`config.mk`:
```
export PLATFORM = sky130hd
export DESIGN_NAME = fssr_top
export DESIGN_NICKNAME = d
export VERILOG_FILES = /design/src/design/fssr_pkg.sv /design/src/design/fssr_top.sv
export SDC_FILE = /design/constraint.sdc
export NUM_CORES = 1
export LEC_CHECK = 0
export ABC_AREA = 1
export ABC_CLOCK_PERIOD_IN_PS = 1600
export BUFFER_PORTS_ARGS = -buffer_cell sky130_fd_sc_hd__clkbuf_2
export CORE_ASPECT_RATIO = 1.75
export CORE_MARGIN = 3
export CORE_UTILIZATION = 55
export CTS_CLUSTER_DIAMETER = 150
export DETAILED_ROUTE_END_ITERATION = 8
export GPL_TIMING_DRIVEN = 0
export HOLD_SLACK_MARGIN = 0.06
export PLACE_DENSITY_LB_ADDON = 0.25
export SYNTH_ARGS = -nofsm -noshare
export SYNTH_HDL_FRONTEND = slang
export SYNTH_SLANG_ARGS = --single-unit
export TNS_END_PERCENT = 1
```
`constraint.sdc`:
```
create_clock -name core_clk -period 1.6 [get_ports core_clk]
set_clock_uncertainty 0.1 [all_clocks]
set_input_delay 0.16 -clock core_clk [delete_from_list [all_inputs] [get_ports core_clk]]
set_output_delay 0.16 -clock core_clk [all_outputs]
set_load 0.02 [all_outputs]
```
`src/design/fssr_pkg.sv`:
```
package fssr_pkg;

  // Command codes of the status registers
  localparam logic [7:0] CMD_SUM_BYTE = 8'h78;
  localparam logic [7:0] CMD_SUM_WORD = 8'h79;
  localparam logic [7:0] CMD_VOUT     = 8'h7A;
  localparam logic [7:0] CMD_IOUT     = 8'h7B;
  localparam logic [7:0] CMD_INPUT    = 8'h7C;

  // Summary word bit positions
  localparam int SW_VOUT  = 15;
  localparam int SW_IOUT  = 14;
  localparam int SW_INPUT = 13;
  localparam int SW_MFR   = 12;
  localparam int SW_PGN   = 11;
  localparam int SW_OFF   = 6;
  localparam int SW_VOV   = 5;
  localparam int SW_IOC   = 4;
  localparam int SW_VUV   = 3;
  localparam int SW_TEMP  = 2;
  localparam int SW_CML   = 1;
  localparam int SW_OTHER = 0;

  // Detail register bit positions
  localparam int VO_OV  = 7;
  localparam int VO_UV  = 4;
  localparam int VO_MAX = 3;
  localparam int IO_OC  = 7;
  localparam int IO_OCUV = 6;
  localparam int IO_SHR = 3;
  localparam int IN_OV  = 7;
  localparam int IN_UV  = 3;
  localparam int IN_OC  = 2;

  localparam int          NPAGE     = 2;
  localparam logic [15:0] RST_WORD  = 16'h0000;
  localparam logic [7:0]  RST_BYTE  = 8'h00;

  // Per-output fault events from the regulator
  typedef struct packed {
    logic vout_ov;
    logic vout_uv;
    logic vout_max;
    logic iout_oc;
    logic iout_ocuv;
    logic iout_share;
    logic off;
    logic pgood_n;
  } fssr_rail_s;

  // Global events
  typedef struct packed {
    logic vin_ov;
    logic vin_uv;
    logic vin_oc;
    logic vin_above_uv;
    logic temp;
    logic cml;
    logic mfr;
    logic other;
  } fssr_glob_s;

endpackage : fssr_pkg

```
`src/design/fssr_top.sv`:
```
// Behaviour
// - Command 79h returns a global read-only 16-bit summary covering both outputs.
// - Summary low byte equals the one-byte summary at command 78h.
// - Bit 15 flags any output voltage fault.
// - Bit 14 flags any output current fault.
// - Bit 13 flags any input fault.
// - Bit 12 flags a manufacturer-specific event.
// - Bit 11 set while power-good is negated.
// - Bit 6 set whenever an output is not delivering power.
// - Bit 5 on output overvoltage, bit 4 on output overcurrent.
// - Bit 3 on input undervoltage fault.
// - Bit 2 on temperature event, bit 1 on communication/memory/logic fault.
// - Bit 0 on any other status change.
// - Command 7Ah returns per-page output voltage fault byte.
// - Voltage byte: bit 7 overvoltage, bit 4 undervoltage, bit 3 as below, others unused.
// - Voltage byte bit 3 flags maximum voltage warning.
// - Command 7Bh returns per-page output current fault byte.
// - Current byte: bit 7 overcurrent, bit 6 overcurrent with undervoltage.
// - Current byte bit 3 flags current share fault; others unused.
// - Command 7Ch returns a global input fault byte.
// - Input byte: bit 7 overvoltage, bit 3 undervoltage, bit 2 overcurrent, others unused.
// - Input undervoltage masked until input first rises above threshold.
module fssr_top
  import fssr_pkg::*;
(
  input  wire logic                   core_clk,
  input  wire logic                   rstn,
  input  wire logic                   page,
  input  wire logic [7:0]             cmd_code,
  input  fssr_rail_s [NPAGE-1:0]      rail_ev,
  input  fssr_glob_s                  glob_ev,
  output logic [15:0]                 rd_data,
  output logic                        rd_hit
);

  // Two-stage synchronisers for the asynchronous fault inputs
  fssr_rail_s [NPAGE-1:0] rail_m_ff;
  fssr_rail_s [NPAGE-1:0] rail_s_ff;
  fssr_glob_s             glob_m_ff;
  fssr_glob_s             glob_s_ff;
  logic [7:0]             vout_ff [NPAGE];
  logic [7:0]             iout_ff [NPAGE];
  logic [7:0]             input_ff;
  logic                   uv_armed_ff;
  logic [15:0]            word_ff;
  logic [15:0]            nxt_word;
  logic [7:0]             nxt_input;
  logic [15:0]            nxt_rd_data;
  logic                   nxt_rd_hit;

  // Documented bits of each byte and of the summary word; every other bit reads zero
  localparam logic [7:0]  VO_USED = (8'h01 << VO_OV) | (8'h01 << VO_UV) | (8'h01 << VO_MAX);
  localparam logic [7:0]  IO_USED = (8'h01 << IO_OC) | (8'h01 << IO_OCUV) | (8'h01 << IO_SHR);
  localparam logic [7:0]  IN_USED = (8'h01 << IN_OV) | (8'h01 << IN_UV) | (8'h01 << IN_OC);
  localparam logic [15:0] SW_USED = (16'h0001 << SW_VOUT) | (16'h0001 << SW_IOUT) | (16'h0001 << SW_INPUT)
                                  | (16'h0001 << SW_MFR) | (16'h0001 << SW_PGN) | (16'h0001 << SW_OFF)
                                  | (16'h0001 << SW_VOV) | (16'h0001 << SW_IOC) | (16'h0001 << SW_VUV)
                                  | (16'h0001 << SW_TEMP) | (16'h0001 << SW_CML) | (16'h0001 << SW_OTHER);

  // Both synchroniser stages; only the second stage feeds logic
  always_ff @(posedge core_clk or negedge rstn) begin
    if (!rstn) begin
      rail_m_ff <= '0;
      rail_s_ff <= '0;
      glob_m_ff <= '0;
      glob_s_ff <= '0;
    end else begin
      rail_m_ff <= rail_ev;
      rail_s_ff <= rail_m_ff;
      glob_m_ff <= glob_ev;
      glob_s_ff <= glob_m_ff;
    end
  end

  // Per-page detail bytes, unused bits held at zero
  logic [NPAGE-1:0] any_v;
  logic [NPAGE-1:0] any_i;
  logic [NPAGE-1:0] ov_p;
  logic [NPAGE-1:0] oc_p;
  logic [NPAGE-1:0] off_p;
  logic [NPAGE-1:0] pgn_p;
  genvar g;
  generate
    for (g = 0; g < NPAGE; g++) begin : g_page
      logic [7:0] nxt_vout;
      logic [7:0] nxt_iout;
      // Detail bytes rebuilt from the synchronised events
      always_comb begin
        nxt_vout = RST_BYTE;
        nxt_vout[VO_OV]  = rail_s_ff[g].vout_ov;
        nxt_vout[VO_UV]  = rail_s_ff[g].vout_uv;
        nxt_vout[VO_MAX] = rail_s_ff[g].vout_max;
        nxt_iout = RST_BYTE;
        nxt_iout[IO_OC]   = rail_s_ff[g].iout_oc;
        nxt_iout[IO_OCUV] = rail_s_ff[g].iout_ocuv;
        nxt_iout[IO_SHR]  = rail_s_ff[g].iout_share;
      end
      // Per-page detail registers
      always_ff @(posedge core_clk or negedge rstn) begin
        if (!rstn) begin
          vout_ff[g] <= RST_BYTE;
          iout_ff[g] <= RST_BYTE;
        end else begin
          vout_ff[g] <= nxt_vout;
          iout_ff[g] <= nxt_iout;
        end
      end
      // Page contributions to the summary word
      assign any_v[g] = |vout_ff[g];
      assign any_i[g] = |iout_ff[g];
      assign ov_p[g]  = vout_ff[g][VO_OV];
      assign oc_p[g]  = iout_ff[g][IO_OC];
      assign off_p[g] = rail_s_ff[g].off;
      assign pgn_p[g] = rail_s_ff[g].pgood_n;
    end
  endgenerate

  // Undervoltage arming: latched once input rises above threshold
  always_ff @(posedge core_clk or negedge rstn) begin
    if (!rstn) begin
      uv_armed_ff <= 1'b0;
    end else if (glob_s_ff.vin_above_uv) begin
      uv_armed_ff <= 1'b1;
    end
  end

  // Global input fault byte
  always_comb begin
    nxt_input = RST_BYTE;
    nxt_input[IN_OV] = glob_s_ff.vin_ov;
    nxt_input[IN_OC] = glob_s_ff.vin_oc;
    nxt_input[IN_UV] = glob_s_ff.vin_uv & uv_armed_ff;
  end

  // Summary word built from the detail registers, and for bits 12, 11, 6, 2, 1 and 0 from the synchronised events
  always_comb begin
    nxt_word = RST_WORD;
    nxt_word[SW_VOUT]  = |any_v;
    nxt_word[SW_IOUT]  = |any_i;
    nxt_word[SW_INPUT] = |input_ff;
    nxt_word[SW_MFR]   = glob_s_ff.mfr;
    nxt_word[SW_PGN]   = |pgn_p;
    nxt_word[SW_OFF]   = |off_p;
    nxt_word[SW_VOV]   = |ov_p;
    nxt_word[SW_IOC]   = |oc_p;
    nxt_word[SW_VUV]   = input_ff[IN_UV];
    nxt_word[SW_TEMP]  = glob_s_ff.temp;
    nxt_word[SW_CML]   = glob_s_ff.cml;
    nxt_word[SW_OTHER] = glob_s_ff.other;
  end

  // Input byte and summary word registers
  always_ff @(posedge core_clk or negedge rstn) begin
    if (!rstn) begin
      input_ff <= RST_BYTE;
      word_ff  <= RST_WORD;
    end else begin
      input_ff <= nxt_input;
      word_ff  <= nxt_word;
    end
  end

  // Read decode by command code and page
  wire         sel_pg = page;
  wire  [7:0]  v_sel  = vout_ff[sel_pg];
  wire  [7:0]  i_sel  = iout_ff[sel_pg];
  always_comb begin
    nxt_rd_hit  = 1'b1;
    nxt_rd_data = RST_WORD;
    unique case (cmd_code)
      CMD_SUM_WORD: nxt_rd_data = word_ff;
      CMD_SUM_BYTE: nxt_rd_data = {RST_BYTE, word_ff[7:0]};
      CMD_VOUT:     nxt_rd_data = {RST_BYTE, v_sel};
      CMD_IOUT:     nxt_rd_data = {RST_BYTE, i_sel};
      CMD_INPUT:    nxt_rd_data = {RST_BYTE, input_ff};
      default:      nxt_rd_hit  = 1'b0;
    endcase
  end

  // Registered answer; stands while the code is held
  always_ff @(posedge core_clk or negedge rstn) begin
    if (!rstn) begin
      rd_data <= RST_WORD;
      rd_hit  <= 1'b0;
    end else begin
      rd_data <= nxt_rd_data;
      rd_hit  <= nxt_rd_hit;
    end
  end
endmodule : fssr_top

```
# Word-level counts from Yosys, hierarchy flattened
# Cells that the tools add are included.
# op_classes
n_bitwise,2
n_lt_le_gt_ge,1
reduce_logical,8
eq_ne,5
n_mux,8
# op_table
cell,n
one-hot mux 16 bit (5 select lines),1
two-way mux 8 bit,6
"equality test 8 x 7 -> 1 bit, second input constant",5
OR reduction 6 bit,2
OR reduction 2 bit,4
OR reduction 5 bit,1
OR reduction 3 bit,1
">= comparator 2 bit, second input constant",1
inverter 1 -> 2 bit,1
AND 1 bit,1
two-way mux 1 bit,1
# totals
output_inout_bits,17
inputBits,35
wordCells,81
reg_bits,93

# Depth between registers and ports, before layout
# Gate-level depths: netlist (run 1).
# logic_depth
word_depth,5
mapped_depth,8
ltp_nobuf,7

# Worst setup path after synthesis (run 1)
# No wires, ideal clock.
# synth_path
path_kind,register to register
startpoint,register vout_ff[3] in the netlist's numbering
endpoint,register rd_data[3]
n_path_buf,0
path_stages_with_launch,7
path_slack_ns,0.678
synth_period_minus_slack_ns,0.922
required_ns,1.381
setup_ns,0.119
t_arrival_ns,0.703
path_cell_list,dfrtp_1 > nand2_1 > o21ai_0 > nand3_1 > nand2_1 > nor2_1 > nand2_1
# synth_via
elab_chain_len,4
# synth_lines
element,line,source
from (decl),fssr_top.sv:41,logic [7:0] vout_ff [NPAGE];
"from (signal, indexed assignment)",fssr_top.sv:104,vout_ff[g] <= nxt_vout;
two-way mux 8 bit (implied by the code) (3 in a row),fssr_top.sv:165,wire [7:0] v_sel = vout_ff[sel_pg];
one-hot mux 16 bit (5 select lines),fssr_top.sv:170,unique case (cmd_code)
net nxt_rd_data[3],fssr_top.sv:48,logic [15:0] nxt_rd_data;
to (signal assigned),fssr_top.sv:186,rd_data <= nxt_rd_data;
to (decl),fssr_top.sv:32,"output logic [15:0] rd_data,"
# The timed path passes the listed nets, and every way through them passes these cells. The select of a mux whose other input is x is not followed.
# A chain may end at the register's enable or synchronous reset.

# Worst setup path in the final report (run 1)
# layout_path
startpoint,input port cmd_code[4]
endpoint,register rd_hit
# layout_via
elab_chain_len,3
word_cells_on_any_way,7
cone_classes,eq/ne (5); mux (1); reduce/logical (1)
# layout_lines
element,line,source
from (decl),fssr_top.sv:29,"input wire logic [7:0] cmd_code,"
equality test 8 x 7 -> 1 bit,fssr_top.sv:170,
OR reduction 5 bit (no line) *,--,
two-way mux 1 bit *,fssr_top.sv:170,
net nxt_rd_hit,fssr_top.sv:49,logic nxt_rd_hit;
to (signal assigned),fssr_top.sv:187,rd_hit <= nxt_rd_hit;
to (decl),fssr_top.sv:33,output logic rd_hit
# The timed path passes the listed nets; every way through them passes the cells marked *.

==> results of run 1 <==
synth_stat cells:
library cell and count:
a21oi_1 1, buf_2 1, buf_4 4, conb_1 1, dfrtp_1 90, inv_1 16, inv_2 5, nand2_1 32
nand2_2 2, nand2_4 1, nand3_1 10, nand4_1 1, nor2_1 12, nor2_2 7, nor2_4 1, nor4_1 1
o21ai_0 1, o21ai_1 2, or2_2 3
cell type report:
cell class,instances,area [sq um],area share [%]
sequential,90,2250,64.5
timing repair buffer,76,538,15.4
multi-input combinational,77,357,10.2
clock buffer,11,141,4.05
inverter,21,78.8,2.26
tap,52,65.1,1.86
buffer,5,35.0,1.00
clock inverter,4,26.3,0.752
worst paths after layout:
kind	endpoint	startpoint	slack, ps	cells past startpoint
hold reg to reg	glob_s_ff[3]	glob_m_ff[3]	250	0
setup / recovery	rd_hit	cmd_code[4]	100	7
setup reg to reg	rd_data[3]	iout_ff[11]	590	6
min in group asynchronous	rd_data[14]	rstn	310	2
hold / removal	rd_data[1]	cmd_code[1]	90	4
max in group asynchronous	glob_m_ff[5]	rstn	470	3
state kept, by name, indices dropped and copies added, names as in the netlist, 6 cells and up:
signal and count:
g_page.nxt_iout 6, rail_m_ff 16, rd_data 13, g_page.nxt_vout 6, word_ff 12, glob_s_ff 8, iout_ff 6, glob_m_ff 8
cell families (layout without fill, tap and decap cells):
| group | count (synthesis) | after routing | synth area share (%) |
|---|---|---|---|
| buffers and inverters | 26 | 117 | 4.19 |
| flip-flops | 90 | 90 | 82.9 |
| other | 1 | 3 | 0.138 |
| AND/OR/NAND/NOR | 70 | 70 | 12.0 |
| AO/OA/AOI/OAI | 4 | 4 | 0.737 |
power by group through the flow:
stage	logic, mW	registers [mW]	clock network (mW)
final	0.209	2.40	1.29
after CTS	0.210	2.40	1.35
after detailed placement	0.159	2.44	0
after floorplan	0.0549	2.43	0
after global placement	0.146	2.44	0
after global routing	0.240	2.41	1.45
metrics by stage:
stage / instances / cell area [sq um] / power (mW) / hold WS, ps / util, %
global placement: 292 / 3020 / 2.58 / 169 / 64.2
floorplan: 193 / 2720 / 2.49 / -236 / -
global route: 336 / 3490 / 4.10 / 86.2 / 74.2
detailed placement: 293 / 3050 / 2.60 / 134 / 64.7
finish: 336 / 3490 / 3.90 / 91.2 / 74.2
CTS: 336 / 3490 / 3.96 / 65.8 / 74.2
worst max-delay path, delay by kind of cell:
| family | cells | cell delay [ps] |
|---|---|---|
| buffers and inverters | 3 | 1180 |
| and+or+nand+nor | 4 | 320 |
routing by layer:
metal,wire [um],up-vias
met5,0,-
met4,91,0
li1,-,744
met1,1430,721
met2,2200,47
met3,205,10
timing repair:
| item | 4_1_cts | 5_1_grt |
|---|---|---|
| hold buffers | 28 | 0 |
| gates resized for setup | 0 | 0 |
| hold endpoints to repair | 78 | 0 |
==> impl_metrics.toml, run 1 <==
[run_status]
status = "complete, no violations"

[clocking]
clkSlewWorstSetupHoldPaths_ps = 80
cts_htree_levels = 3
clock_latency_ps = 330
tritoncts = "built"
cts_setup_buffers = 0
clock_sinks = 90
root_buffer = "clkbuf_8"
cts_buffer_depth = 2
numCtsBuffers = 9

[floorplanning]
std_cell_rows = 33
fp.coreArea_sq_mm = 0.00471
fp.dieH_um = 98.9
fp.dieW_um = 59.1
io_pins = 52
dieArea_sq_mm = 0.00585
initial_utilization_pct = 57.7

[timing]
final_max_slew_viol_count = 0
rsz0062_at_grt = "no"
period_minus_slack_ps = 1500
fin_crit_sh_pct = 93.6
finalSetupViolCount = 0
max_freq_mhz = 668
setup_ws_ps = 102
slew_headroom_pct = 59.5
hold_viol = 0
worst_slew_pin_slew_ps = 608
setup_tns_ps = 0

[placed_design]
portBuffers = 47
place_congestion = 0.816
hpwl_um = 2350
place_ws_ps = 504

[critical_path]
start_kind = "primary input"
slowest_stage = "dlygate4sd3_1"
arrival_ps = 1670
cp_max_fo = 2
crit_chain = "dlygate4sd3_1 -> clkbuf_2 -> nand2_1 -> nor2_2 -> nand2_2 -> dlygate4sd3_1 -> nand2_1"
cpPeakStageDelay_ps = 570
required_ps = 1770
worst-setup-path-type = "primary input to flip-flop"
endpoint_kind = "flip-flop"

[global_routing]
gr-usage-all-layers_pct = 16.3
use_met2_pct = 26.7
grt_pass1_wl_um = 6800
use_met3_pct = 5.37
grt.busiest_layer = "met2"
grt_util_met1_pct = 17.9
grt_pass1_vias = 1594
grt_max_degree = 49
antenna_found_initial = 0
grt_overflow = 0

[final_layout]
nNetsFinal = 315
fill_cells = 305
synthToLayoutAreaGrowth_pct = 28.7
final_common_cell = "dfrtp_1"
final_cell_mix = "90 x dfrtp_1, 46 x clkbuf_2, 32 x nand2_1"
drive_gt1_share_pct = 30.3
diodes = 0

[synth]
netlist_area_sq_mm = 0.00272
synth_top_area_share_pct = 82.9
synth_cell_types = 19
synth_warnings = 0
synthCells = 191
postSynthAreaPerCell_sq_um = 14.2
synth_seq_cells = 90
seq_area_frac_synth_pct = 82.9
synth.largest_area_cell = "dfrtp_1"
synth_area_leaders = "dfrtp_1 83%, nand2_1 4.4%, inv_1 2.2%, nand3_1 1.8%, nor2_1 1.7%"

[routing]
via_per_inst = 4.53
dr.pass1.iters = 4
antenna_left = 0
vias = 1522
routed_wl_um = 3920
drc_errors = 0
first_iter_violations = 26
wire_per_inst_um = 11.7

[power]
pwr-share-clk_pct = 33.2
leakage_nw = 1.80
seqPwrFrac_pct = 61.5
peakVddDrop_uv = 1480
p_sw_uw = 832
p_sw_share_pct = 21.3
comb_power_share_pct = 5.4
p_per_area_mw_per_mm2 = 1120
p_int_mw = 3.07

[min_path]
hold_class = "primary input to flip-flop"

[job]
cap_violations = 0
Power figures use the tool's default switching activity.
==> inputs of run 2 (changes only) <==
--- a/config.mk
+++ b/config.mk
@@ -16,6 +16,7 @@
 export GPL_TIMING_DRIVEN = 0
 export HOLD_SLACK_MARGIN = 0.06
 export PLACE_DENSITY_LB_ADDON = 0.25
+export REMOVE_ABC_BUFFERS = 1
 export SYNTH_ARGS = -nofsm -noshare
 export SYNTH_HDL_FRONTEND = slang
 export SYNTH_SLANG_ARGS = --single-unit
==> run 2 against run 1 <==
Power shrank 0.13%; register-to-register slack lost 20 ps; design area shrank 1.2%; setup slack gained 250 ps; critical path depth grew 2; via count shrank 0.39%; routed wire length grew 2.7%; non-clock buffer count shrank 6; fmax grew 20%; critical path type unchanged.
==> impl_metrics.toml, run 2 (synthesis results as in run 1) <==
[run_status]
status = "complete, no violations"

[timing]
max_freq_mhz = 804
finalSetupViolCount = 0
setup_tns_ps = 0
rsz0062_at_grt = "no"
fin_crit_sh_pct = 77.8
hold_viol = 0
period_minus_slack_ps = 1240
final_max_slew_viol_count = 0
whs_ps = 89.2

[critical_path]
worst-setup-path-type = "primary input to flip-flop"
cpPeakStageDelay_ps = 540
crit_buf_inv = 3
crit_family = "buffers and inverters"
endpoint_kind = "flip-flop"
slowest_stage = "dlygate4sd3_1"
cp_max_fo = 4
start_kind = "primary input"
cpMostUsedCell = "nand2_1"
crit_chain = "dlygate4sd3_1 -> clkbuf_2 -> inv_1 -> nand2_1 -> nor2_1 -> nand3_1 -> nand2_1 -> nor2_1 -> nand2_1"
required_ps = 1780
arrival_ps = 1430

[final_layout]
synthToLayoutAreaGrowth_pct = 27.1
drive_gt1_share_pct = 29.9
reg.largest.list = "rail_m_ff x16, rd_data x13, word_ff x12"
largest_register_ff_count = 16
final_common_cell = "dfrtp_1"
nNetsFinal = 309
final_cell_mix = "90 x dfrtp_1, 47 x clkbuf_2, 32 x nand2_1"
diodes = 0
largest_register = "rail_m_ff"

[routing]
antenna_left = 0
wire_per_inst_um = 12.2
drc_errors = 0
dr.pass1.iters = 4
first_iter_violations = 23
vias = 1516
routed_wl_um = 4030
via_per_inst = 4.59

[power]
pwr-share-clk_pct = 33.2
p_sw_uw = 875
peakVddDrop_uv = 991
seqPwrFrac_pct = 61.5
p_sw_share_pct = 22.5
comb_power_share_pct = 5.2
p_int_mw = 3.02
p_per_area_mw_per_mm2 = 1130
power_mw = 3.89
leakage_nw = 1.77

[placed_design]
portBuffers = 48
place_congestion = 0.808
hpwl_um = 2380

[clocking]
cts_hold_buf = 26
clock_latency_ps = 340
root_buffer = "clkbuf_8"
cts_resized = 0
cts_setup_buffers = 0
numCtsBuffers = 9
tritoncts = "built"
cts_buffer_depth = 2
clkSlewWorstSetupHoldPaths_ps = 80
cts_htree_levels = 3
clock_sinks = 90

[job]
cap_violations = 0

[global_routing]
grt_overflow = 0
grt_max_degree = 72
gr-usage-all-layers_pct = 16.6
antenna_found_initial = 0
grt_pass1_vias = 1653
grt_pass1_wl_um = 6870

[floorplanning]
fp.dieH_um = 98.9
dieArea_sq_mm = 0.00585
fp.dieW_um = 59.1
io_pins = 52
initial_utilization_pct = 57.7
std_cell_rows = 33
fp.coreArea_sq_mm = 0.00471

[min_path]
hold_class = "primary input to flip-flop"
run 2: worst paths after layout:
kind	start	end	slack (ps)	depth (start not counted)
worst max-delay path	cmd_code[0]	rd_data[3]	360	9
worst min-delay path	cmd_code[1]	rd_data[6]	90	4
worst max register to register	iout_ff[11]	word_ff[14]	570	2
worst min register to register	rail_m_ff[0]	pgn_p[0]	250	0
max in group asynchronous	rstn	rd_data[13]	620	3
min in group asynchronous	rstn	word_ff[15]	170	2
run 2: worst reg2reg max path, cell delays in order, from the launching register on:
cell and delay (ps):
dfrtp_1 390, nor4_1 330, nand2_1 90
run 2: per-layer routing:
layer,track usage (%),vias to the layer above,routed length (um),part of all wire (%)
li1,-,739,-,-
met1,15.7,723,1380,34
met4,8.38,0,85,2.1
met5,0,-,0,0
met2,29.7,49,2350,58
met3,6.16,5,210,5.2
run 2: through the flow:
stage	utilization (%)	std cells	instance area, sq um	setup WS (ps)
global placement	63.6	288	2990	-542
floorplan	-	188	2690	480
global route	73.3	330	3450	230
finish	73.3	330	3450	356
CTS	73.3	330	3450	376
detailed placement	64.2	289	3020	180
run 2: final cells by class:
type                    count  area, sq um
clock buffers               9          124
multi-input cells          77          357
inverters                  21         78.8
well taps                  52         65.1
clock inverters             6         43.8
fillers                   317         1260
flip-flops and latches     90         2250
repair buffers             75          531
run 2: power groups by stage:
| stage | Sequential, mW | Clock, mW | Combinational, mW |
|---|---|---|---|
| 2_1_floorplan | 2.43 | 0 | 0.0453 |
| 3_3_place_gp | 2.44 | 0 | 0.140 |
| 3_5_place_dp | 2.44 | 0 | 0.155 |
| 4_1_cts | 2.40 | 1.34 | 0.204 |
| 5_1_grt | 2.41 | 1.45 | 0.232 |
| 6_report | 2.40 | 1.29 | 0.204 |
==> inputs of run 3 (changes only) <==
--- a/config.mk
+++ b/config.mk
@@ -6,11 +6,11 @@
 export NUM_CORES = 1
 export LEC_CHECK = 0
 export ABC_AREA = 1
-export ABC_CLOCK_PERIOD_IN_PS = 1600
+export ABC_CLOCK_PERIOD_IN_PS = 1060
 export BUFFER_PORTS_ARGS = -buffer_cell sky130_fd_sc_hd__clkbuf_2
 export CORE_ASPECT_RATIO = 1.75
 export CORE_MARGIN = 3
-export CORE_UTILIZATION = 55
+export CORE_UTILIZATION = 48
 export CTS_CLUSTER_DIAMETER = 150
 export DETAILED_ROUTE_END_ITERATION = 8
 export GPL_TIMING_DRIVEN = 0
==> constraint.sdc (replaced) <==
create_clock -name core_clk -period 1.06 [get_ports core_clk]
set_clock_uncertainty 0.1 [all_clocks]
set_input_delay 0.106 -clock core_clk [delete_from_list [all_inputs] [get_ports core_clk]]
set_output_delay 0.106 -clock core_clk [all_outputs]
set_load 0.02 [all_outputs]
==> run 3 against run 2 <==
The run now ends with setup timing left; power grew 68%; via count shrank 0.66%; core utilization shrank 7.1 points; sequential power grew 51%; worst hold slack lost 67 ps; critical endpoint is now rd_data[11]; largest power group unchanged.
==> impl_metrics.toml, run 3 (synthesis results as in run 1) <==
[run_status]
status = "finished with violations"
violations = "setup timing"

[clocking]
numCtsBuffers = 9
clock_sinks = 90
cts_buffer_depth = 2
root_buffer = "clkbuf_8"
cts_htree_levels = 3
tritoncts = "built"
clock_latency_ps = 340
clkSlewWorstSetupHoldPaths_ps = 80

[floorplanning]
fp.dieW_um = 62.9
fp.dieH_um = 105
fp.coreArea_sq_mm = 0.00539
initial_utilization_pct = 50.4
io_pins = 52
dieArea_sq_mm = 0.00663
std_cell_rows = 35

[global_routing]
use_met2_pct = 23.2
gr-usage-all-layers_pct = 13.8
grt_overflow = 0
grt_max_degree = 52
antenna_found_initial = 0
grt_pass1_wl_um = 6730
use_met3_pct = 3.84
grt_util_met1_pct = 14.3
grt.busiest_layer = "met2"
grt_pass1_vias = 1539

[routing]
via_per_inst = 4.28
routed_wl_um = 3790
wire_per_inst_um = 10.8
first_iter_violations = 46
drc_errors = 0
antenna_left = 0
dr.pass1.iters = 4
vias = 1506

[timing]
setup_tns_ps = -23.3
fin_crit_sh_pct = 101
period_minus_slack_ps = 1070
hold_viol = 0
finalSetupViolCount = 4
setup_ws_ps = -10.9
rsz0062_at_grt = "yes"
whs_ps = 22.4
final_max_slew_viol_count = 0
max_freq_mhz = 934

[critical_path]
cp_max_fo = 1
cpPeakStageDelay_ps = 370
r2r_end = "rd_data[3]"
cp-startpoint = "rd_data[11]"
arrival_ps = 860
crit_family = "flip-flops"
rr_startpoint = "iout_ff[3]"
crit_chain = "clkbuf_2"
slowest_stage = "dfrtp_1"
endpoint_kind = "output port"
worst-r2r-setup-slack_ps = 40
reg2reg_depth = 6
required_ps = 850
worst-setup-path-type = "flip-flop to output port"
start_kind = "flip-flop"
crit_buf_inv = 1

[final_layout]
largest_register = "rail_m_ff"
synthToLayoutAreaGrowth_pct = 31.4
nNetsFinal = 309
largest_register_ff_count = 16
final_cell_mix = "90 x dfrtp_1, 37 x clkbuf_2, 31 x nand2_1"
fill_cells = 402
drive_gt1_share_pct = 30.9
diodes = 0
reg.largest.list = "rail_m_ff x16, rd_data x13, word_ff x12"
final_common_cell = "dfrtp_1"

[power]
seqPwrFrac_pct = 55.3
p_sw_share_pct = 19.3
comb_power_share_pct = 4.8
leakage_nw = 1.82
p_per_area_mw_per_mm2 = 1830
pwr-share-clk_pct = 39.9
peakVddDrop_uv = 1270
p_sw_mw = 1.26
p_int_mw = 5.27

[job]
cap_violations = 0

[min_path]
worstHoldEndpoint = "rd_data[6]"
hold_class = "primary input to flip-flop"
hold_start = "cmd_code[1]"
whs_path_depth = 4

[placed_design]
portBuffers = 48
hpwl_um = 2400
place_congestion = 0.850
## run 3: repair_timing
action                     4_1_cts  5_1_grt
hold buffers                    25        1
setup endpoints to repair       14       77
hold endpoints to repair        75       11
buffers inserted                 0        0
gates resized for setup          0       20
pin swaps                        0        2
## run 3: metal layers
| layer | share of wire [%] | wire (um) |
|---|---|---|
| met5 | 0 | 0 |
| met4 | 4.4 | 165 |
| met3 | 4.8 | 181 |
| met2 | 56 | 2100 |
| met1 | 35 | 1330 |
## run 3: worst max path at each step
| stage | end | slack, ps | cells past startpoint |
|---|---|---|---|
| 2_1_floorplan | rd_data[11] | -6 | 7 |
| 3_3_place_gp | glob_m_ff[5] | -1060 | 1 |
| 3_5_place_dp | rd_data[11] | -300 | 8 |
| 4_1_cts | rd_data[11] | -40 | 1 |
| 5_1_grt | rd_data[3] | -70 | 6 |
| 6_report | rd_data[11] | -10 | 1 |
## run 3: power by group through the flow
stage / clock, mW / sequential (mW) / combinational (mW)
after floorplan: 0 / 3.68 / 0.0684
after global placement: 0 / 3.68 / 0.215
after detailed placement: 0 / 3.68 / 0.234
after CTS: 2.69 / 3.62 / 0.307
after global routing: 2.84 / 3.63 / 0.357
final: 2.61 / 3.62 / 0.312
## run 3: cell type report
class                           instances  area (sq um)  share of cell area, %
Clock buffer                           10           128                   3.58
Clock inverter                          5           104                   2.91
Inverter                               21          78.8                   2.21
Multi-Input combinational cell         77           373                   10.4
Sequential cell                        90          2250                   63.1
Tap cell                               74          92.6                   2.59
Timing Repair Buffer                   75           541                   15.1
## run 3: metrics by stage
step	cells	worst slack, ps	cell area (sq um)	utilization [%]	power (mW)
3_5_place_dp	311	-304	3050	56.6	3.92
2_1_floorplan	188	-6.20	2690	-	3.74
3_3_place_gp	310	-1060	3020	56.1	3.89
4_1_cts	351	-41.2	3530	65.6	6.61
5_1_grt	352	-73.5	3570	66.2	6.83
6_report	352	-10.9	3570	66.2	6.54
